### src/dps_pkg.sv
package dps_pkg;
  // register indices on the processor-side port
  localparam logic [2:0] REG_PINS     = 3'h0; // parallel pins / latch on write
  localparam logic [2:0] REG_LATCH    = 3'h1; // parallel output latch
  localparam logic [2:0] REG_DIR      = 3'h2; // parallel direction
  localparam logic [2:0] REG_CTRL_DIR = 3'h3; // control dir and slave status
  localparam logic [2:0] REG_CPINS    = 3'h4; // control pins / latch on write
  localparam logic [2:0] REG_CLATCH   = 3'h5; // control output latch
  localparam logic [2:0] REG_ANALOG   = 3'h6; // analog select for control pins
  // control_dir_and_slave_status fields
  localparam int BIT_IBF  = 7;
  localparam int BIT_OBF  = 6;
  localparam int BIT_INPUT_OVERFLOW_FLAG = 5;
  localparam int BIT_MODE = 4;
  // reset values
  localparam logic [7:0] RST_DIR      = 8'hFF;
  localparam logic [2:0] RST_CTRL_DIR = 3'h7;
  localparam logic [7:0] RST_LATCH    = 8'h00;
  // host side strobe hold, in reference clock cycles
  localparam int HOST_STROBE_CYC = 4;
endpackage

### src/dps_if.sv
`timescale 1ns/1ps
interface dps_if;
  logic [7:0] pd_dev_o; // parallel pins, device driver
  logic [7:0] pd_dev_oe;
  logic [7:0] pd_host_o; // parallel pins, host driver
  logic [7:0] pd_host_oe;
  logic [7:0] pd_in; // resolved level of the parallel pins
  logic [2:0] pc_dev_o; // control pins, device driver
  logic [2:0] pc_dev_oe;
  logic [2:0] pc_host_o; // control pins, host driver (rd_n, wr_n, cs_n)
  logic [2:0] pc_host_oe;
  logic [2:0] pc_in; // resolved level of the control pins
  modport device (output pd_dev_o, pd_dev_oe, pc_dev_o, pc_dev_oe,
                  input pd_in, pc_in);
  modport host (output pd_host_o, pd_host_oe, pc_host_o, pc_host_oe,
                input pd_in, pc_in);
endinterface

### src/dps_device.sv
// Implementation choices: the address map and the plain strobed port.
`timescale 1ns/1ps
// Behaviour
// parallel direction one floats, zero drives
// latch register reads back latch value
// mode bit four enables slave port
// three control pins, individually directed
// control direction one input, zero drives
// control latch reads back latch value
// analog-selected control pin reads zero
// direction bits act in analog mode
// software keeps analog pins as inputs
// input-full shows unread host byte
// output-full until host reads byte
// host write while full sets overflow
// upper four bits control slave port
// pins 0,1,2 are rd, wr, cs
// software sets control pins input first
// write captured on first cs+wr low
// read presented on first cs+rd low
// host accesses independent of processor
// synchronise strobes, act on falling edge
// processor and host accesses move flags
module dps_device (
  // clock and reset
  input  wire logic       i_ref_clk,
  input  wire logic       i_rst,
  // processor register port
  input  wire logic [2:0] i_addr,
  input  wire logic [7:0] i_wdata,
  input  wire logic       i_wr,
  input  wire logic       i_rd,
  output logic      [7:0] o_rdata,
  // pins
  dps_if.device           pins
);
  typedef struct packed {
    logic [7:0] lat;     // parallel output latch, also slave byte latch
    logic [7:0] dir;
    logic [7:0] in_byte; // byte written by host
    logic [2:0] clat;
    logic [2:0] cdir;
    logic [2:0] ana;
    logic       input_full_flag;
    logic       output_full_flag;
    logic       input_overflow_flag;
    logic       mode;
    logic [1:0] wr_s;    // two-stage sync of cs+wr
    logic [1:0] rd_s;    // two-stage sync of cs+rd
    logic       wr_p;    // previous synced level for edge detect
    logic       rd_p;
    logic [7:0] rdata;
  } dps_dev_st_t;

  dps_dev_st_t st_q, st_d;
  logic        hw_acc, hr_acc, hw_ev, hr_ev, rd_now;

  // strobes taken from the control pin level when slave mode is on
  assign hw_acc = st_q.mode & ~pins.pc_in[2] & ~pins.pc_in[1];
  assign hr_acc = st_q.mode & ~pins.pc_in[2] & ~pins.pc_in[0];
  // edges only look at the second sync stage
  assign hw_ev  = st_q.wr_s[1] & ~st_q.wr_p;
  assign hr_ev  = st_q.rd_s[1] & ~st_q.rd_p;
  // host read drives the latch while the strobe pair is low; the latch
  // holds steady so no clock is needed for the data path
  assign rd_now = hr_acc;

  // pin drivers
  always_comb begin
    if (st_q.mode) begin
      pins.pd_dev_o  = st_q.lat;
      pins.pd_dev_oe = {8{rd_now}};
    end else begin
      pins.pd_dev_o  = st_q.lat;
      pins.pd_dev_oe = ~st_q.dir;
    end
    pins.pc_dev_o  = st_q.clat;
    pins.pc_dev_oe = ~st_q.cdir;
  end

  // next state: registers, flags and readback
  always_comb begin
    st_d = st_q;
    st_d.wr_s  = {st_q.wr_s[0], hw_acc};
    st_d.rd_s  = {st_q.rd_s[0], hr_acc};
    st_d.wr_p  = st_q.wr_s[1];
    st_d.rd_p  = st_q.rd_s[1];
    st_d.rdata = 8'h00;
    // processor reads; clears come first so host events below win
    if (i_rd) begin
      unique case (i_addr)
        dps_pkg::REG_PINS: begin
          st_d.rdata = st_q.mode ? st_q.in_byte : pins.pd_in;
          if (st_q.mode) st_d.input_full_flag = 1'b0;
        end
        dps_pkg::REG_LATCH:    st_d.rdata = st_q.lat;
        dps_pkg::REG_DIR:      st_d.rdata = st_q.dir;
        dps_pkg::REG_CTRL_DIR: st_d.rdata = {st_q.input_full_flag, st_q.output_full_flag, st_q.input_overflow_flag,
                                  st_q.mode, 1'b0, st_q.cdir};
        dps_pkg::REG_CPINS:    st_d.rdata = {5'h00,
                                  pins.pc_in & ~st_q.ana};
        dps_pkg::REG_CLATCH:   st_d.rdata = {5'h00, st_q.clat};
        dps_pkg::REG_ANALOG:   st_d.rdata = {5'h00, st_q.ana};
        default:               st_d.rdata = 8'h00;
      endcase
    end
    // processor writes
    if (i_wr) begin
      unique case (i_addr)
        dps_pkg::REG_PINS, dps_pkg::REG_LATCH: begin
          st_d.lat = i_wdata;
          if (st_q.mode) st_d.output_full_flag = 1'b1;
        end
        dps_pkg::REG_DIR:      st_d.dir = i_wdata;
        dps_pkg::REG_CTRL_DIR: begin
          st_d.cdir = i_wdata[2:0];
          st_d.mode = i_wdata[dps_pkg::BIT_MODE];
          // overflow is only cleared by software; a write of one keeps it
          if (!i_wdata[dps_pkg::BIT_INPUT_OVERFLOW_FLAG]) st_d.input_overflow_flag = 1'b0;
        end
        dps_pkg::REG_CPINS, dps_pkg::REG_CLATCH: st_d.clat = i_wdata[2:0];
        dps_pkg::REG_ANALOG:   st_d.ana = i_wdata[2:0];
        default: ;
      endcase
    end
    // host write: byte is taken from the first synced sample; the host
    // holds data through the strobe so two cycles of sync are harmless
    if (hw_ev) begin
      st_d.in_byte = pins.pd_in;
      if (st_q.input_full_flag) st_d.input_overflow_flag = 1'b1;
      st_d.input_full_flag = 1'b1;
    end
    if (hr_ev) st_d.output_full_flag = 1'b0;
  end

  // state register
  always_ff @(posedge i_ref_clk) begin
    if (i_rst) begin
      st_q      <= '0;
      st_q.dir  <= dps_pkg::RST_DIR;
      st_q.cdir <= dps_pkg::RST_CTRL_DIR;
      st_q.lat  <= dps_pkg::RST_LATCH;
    end else begin
      st_q <= st_d;
    end
  end

  assign o_rdata = st_q.rdata;
endmodule

### src/flat_wrapper.sv
// flat-port wrapper written by rule: the top's interface ports become plain ports
module dps_device_flat 
  (i_ref_clk, i_rst, i_addr, i_wdata, i_wr, i_rd, o_rdata, pins_pd_dev_o, pins_pd_dev_oe, pins_pc_dev_o, pins_pc_dev_oe, pins_pd_in, pins_pc_in);
  dps_if pins_i ();
  input  wire logic i_ref_clk;
  input  wire logic i_rst;
  input  wire logic [2:0] i_addr;
  input  wire logic [7:0] i_wdata;
  input  wire logic i_wr;
  input  wire logic i_rd;
  output logic      [7:0] o_rdata;
  output wire logic [$bits(pins_i.pd_dev_o)-1:0] pins_pd_dev_o;
  output wire logic [$bits(pins_i.pd_dev_oe)-1:0] pins_pd_dev_oe;
  output wire logic [$bits(pins_i.pc_dev_o)-1:0] pins_pc_dev_o;
  output wire logic [$bits(pins_i.pc_dev_oe)-1:0] pins_pc_dev_oe;
  input wire logic [$bits(pins_i.pd_in)-1:0] pins_pd_in;
  input wire logic [$bits(pins_i.pc_in)-1:0] pins_pc_in;
  assign pins_pd_dev_o = pins_i.pd_dev_o;
  assign pins_pd_dev_oe = pins_i.pd_dev_oe;
  assign pins_pc_dev_o = pins_i.pc_dev_o;
  assign pins_pc_dev_oe = pins_i.pc_dev_oe;
  assign pins_i.pd_in = pins_pd_in;
  assign pins_i.pc_in = pins_pc_in;
  dps_device u_core (.i_ref_clk(i_ref_clk), .i_rst(i_rst), .i_addr(i_addr), .i_wdata(i_wdata), .i_wr(i_wr), .i_rd(i_rd), .o_rdata(o_rdata), .pins(pins_i));
endmodule
### config.mk
export PLATFORM = sky130hd
export DESIGN_NAME = dps_device_flat
export DESIGN_NICKNAME = d
export VERILOG_FILES = /design/src/dps_pkg.sv /design/src/dps_if.sv /design/src/dps_device.sv /design/src/flat_wrapper.sv
export SDC_FILE = /design/constraint.sdc
export NUM_CORES = 1
export LEC_CHECK = 0
export BUFFER_PORTS_ARGS = -buffer_cell sky130_fd_sc_hd__buf_2
export CAP_MARGIN = 20
export CORE_ASPECT_RATIO = 0.9
export CORE_UTILIZATION = 48
export CTS_BUF_LIST = sky130_fd_sc_hd__clkbuf_16
export CTS_CLUSTER_SIZE = 25
export DETAILED_ROUTE_END_ITERATION = 8
export MAX_ROUTING_LAYER = met4
export PLACE_DENSITY = 0.85
export SLEW_MARGIN = 5
export SYNTH_ARGS = -nofsm -noshare
export SYNTH_HDL_FRONTEND = slang
export SYNTH_SLANG_ARGS = --single-unit
### constraint.sdc
create_clock -name i_ref_clk -period 1.1 [get_ports i_ref_clk]
set_clock_uncertainty 0.05 [all_clocks]
set_input_delay 0 -clock i_ref_clk [delete_from_list [all_inputs] [get_ports i_ref_clk]]
set_output_delay 0 -clock i_ref_clk [all_outputs]
set_load 0.05 [all_outputs]
==> results.json <==
{
  "final_standard_cell_utilization_of_the_core": 0.733,
  "fin_area_sq_mm": 0.00337,
  "core-area_sq_mm": 0.00460,
  "synth_cell_type_count": 38,
  "worst-endpoint-required_ps": 1050,
  "synth-edff-count": 0,
  "placement.cell_area_sq_mm": 0.00288,
  "syn_area_sq_mm": 0.00239,
  "detail_route.vias_per_cell": 5.27,
  "dpl.hpwl_um": 4390,
  "layout.nets": 384,
  "path_max_fanout": 5,
  "yosys_most_used_dff": "dfxtp_1",
  "grt_first_pass_wirelength_um": 10300,
  "antenna_violations_before_repair": 0,
  "setup.worst_path.class": "flip-flop to output pin",
  "detail_routed_net_length_per_standard_cell_um": 14.9,
  "vias_in_the_first_global_route": 2188,
  "first_pass_iters": 4,
  "detailroute.via_count": 2218,
  "grtUsageMet2": 0.465,
  "ant_cells": 0,
  "synth.yosys.seq_area_share": 0.427,
  "syn-instance-count": 274,
  "gr-usage-met3": 0.0592,
  "rsz0062_at_grt": "yes",
  "synth_async_sr_flop_share": 0,
  "worst_slew_margin_rel": 0.779,
  "result_of_the_run": "complete, but fails checks",
  "critPathArrivalTime_ps": 1410,
  "tightestPinTransition_ps": 331,
  "cell_at_the_root_of_the_clock_tree": "clkbuf_16",
  "floorplan.rows": 23,
  "cts_htree_levels": 2,
  "tritoncts": "built",
  "timing.critical_path.to_type": "output pin",
  "maxClockFrequency_ghz": 0.685,
  "crit_path_start_kind": "flip-flop",
  "ant_nets": 0,
  "drc": 0,
  "report.final.setup_viol": 18,
  "pwr_per_cell_area_mw_per_mm2": 1300,
  "io_buffers": 55,
  "violations": "setup timing",
  "final_critical_path_setup_slack_ps": -360,
  "most_heavily_used_metal_layer_in_global_routing": "met2",
  "synth_seq_cells": 51,
  "clk-insertion-delay-late_ps": 290,
  "synthesis_warning_total": 0,
  "cts_max_path_buffers": 2,
  "cts.sinks": 51,
  "p_leak_nw": 1.50,
  "synth_area_per_cell_sq_um": 8.72,
  "met1_usage": 0.304,
  "initial_core_utilization": 0.519,
  "grt_util_all_layers": 0.265,
  "final-hold-violation-count": 0,
  "wirelength_um": 6260,
  "numCtsBuffers": 5,
  "timing.final.crit_period_ps": 1460,
  "die_h_um": 68.9,
  "overflow": 0,
  "min_period_over_period": 1.33,
  "synth.net_count": 300,
  "drv_slew": 0,
  "type_of_the_worst_min_delay_path": "input port to flip-flop",
  "grt_max_degree": 24,
  "place.gp.congestion": 0.866,
  "cap_violations": 0,
  "width_of_the_die_um": 76.4,
  "drtIter0Drc": 122,
  "area.growth.synth_to_final_pct": 41.2,
  "dieArea_sq_mm": 0.00527,
  "drive_gt1_frac": 0.357,
  "num_io_pins": 56,
  "peakVddDrop_mv": 0.829,
  "clk_pin_slew_worst_setup_hold_paths_ps": 70
}
## Yosys cell counts (all sizes together) (2+ instances only)
master / instances / area share
dfxtp: 51 / 0.43
nand2: 45 / 0.072
buf: 26 / 0.081
mux2i: 21 / 0.088
nor2: 20 / 0.031
a21oi: 18 / 0.039
o21ai: 12 / 0.025
nor2b: 11 / 0.029
clkbuf: 10 / 0.016
nand3b: 10 / 0.033
nand3: 6 / 0.013
a22oi: 4 / 0.013
inv: 4 / 0.0063
mux2: 4 / 0.019
a211o: 3 / 0.011
and2b: 3 / 0.0094
and3: 3 / 0.0079
o22a: 3 / 0.011
a221oi: 2 / 0.0073
and2: 2 / 0.0058
nand2b: 2 / 0.0052
nor3: 2 / 0.0042
nor3b: 2 / 0.0063
o221a: 2 / 0.0094
o2bb2ai: 2 / 0.0073
## kinds of logic (layout without fill, tap and decap cells)
kind of cell / Yosys count / after routing / synth area share
muxes: 25 / 25 / 0.107
buffers and inverters: 40 / 124 / 0.103
AOI/OAI and AO/OA: 49 / 49 / 0.135
DFF: 51 / 51 / 0.427
and+or+nand+nor: 109 / 110 / 0.228
## power by group
part           leakage, nW  switching, W  internal [W]
clock network       0.0804      0.000710       0.00108
registers            0.414     0.0000315       0.00189
logic                 1.01      0.000387      0.000299
## through the flow
step                      hold WS (ps)  setup TNS, ps  worst slack (ps)  cells  power [W]
after global routing              83.8          -5090              -385    421    0.00453
after detailed placement           156          -1860              -169    390    0.00255
after CTS                         36.8          -4110              -345    421    0.00440
final                             48.9          -4360              -360    421    0.00440
after global placement             163          -1290              -129    390    0.00254
after floorplan                   26.7          -73.2             -35.4    274    0.00236
## path summary, 6_finish.rpt
| path | slack, ps | startpoint | to | depth (start not counted) |
|---|---|---|---|---|
| setup / recovery | -360 | u_core.st_q[14] | pins_pd_dev_oe[3] | 3 |
| hold / removal | 50 | i_rd | u_core.st_q[17] | 4 |
| setup reg to reg | -310 | u_core.st_q[14] | u_core.o_rdata[0] | 7 |
| hold reg to reg | 380 | u_core.st_d[11] | u_core.st_d[8] | 1 |
## state kept, by name, indices dropped and copies added (netlist names)
signal and count:
u_core.o_rdata 8, u_core.st_d 4, u_core.pins.pd_dev_o 8, u_core.pins.pc_dev_o 3, u_core.st_q 28
## repair_timing
item                                    in CTS  in global routing
hold buffers                                18                  0
cloned                                       1                  0
setup buffers                                4                  0
pin swaps                                    7                  4
resized for setup                           26                  4
endpoints found under the setup margin      16                 19
endpoints found under the hold margin       32                  0
## layout make-up
class                      count  area (sq um)
multi-input combinational    184          1250
timing repair buffer         112           833
inverter                       4          15.0
fill                         334          1230
clock inverter                 3          46.3
sequential                    51          1020
clock buffer                   5           125
tap                           62          77.6
## cell usage in the layout (no fill, tap or decap), drive strengths merged, types with 3 or more instances in the layout
cell type / Yosys / layout
and3: 3 / 3
a22oi: 4 / 4
mux2i: 21 / 21
mux2: 4 / 4
nand2: 45 / 45
a21oi: 18 / 18
dfxtp: 51 / 51
nand3b: 10 / 10
nor2b: 11 / 11
dlygate4sd3: 0 / 18
buf: 26 / 94
inv: 4 / 5
nand3: 6 / 6
a211o: 3 / 3
o22a: 3 / 3
clkbuf: 10 / 5
nor2: 20 / 20
and2b: 3 / 3
o21ai: 12 / 12
## worst max-delay path: stages, from the launching register on
cell	delay (ps)
dfxtp_2	360
or3b_4	490
o21ai_4	90
buf_6	170
## metal layers
layer,share of wire,vias up
li1,-,1094
met1,0.45,1043
met2,0.49,73
met3,0.052,8
met4,0.014,0
met5,0,-
(Power assumes the default switching activity.)
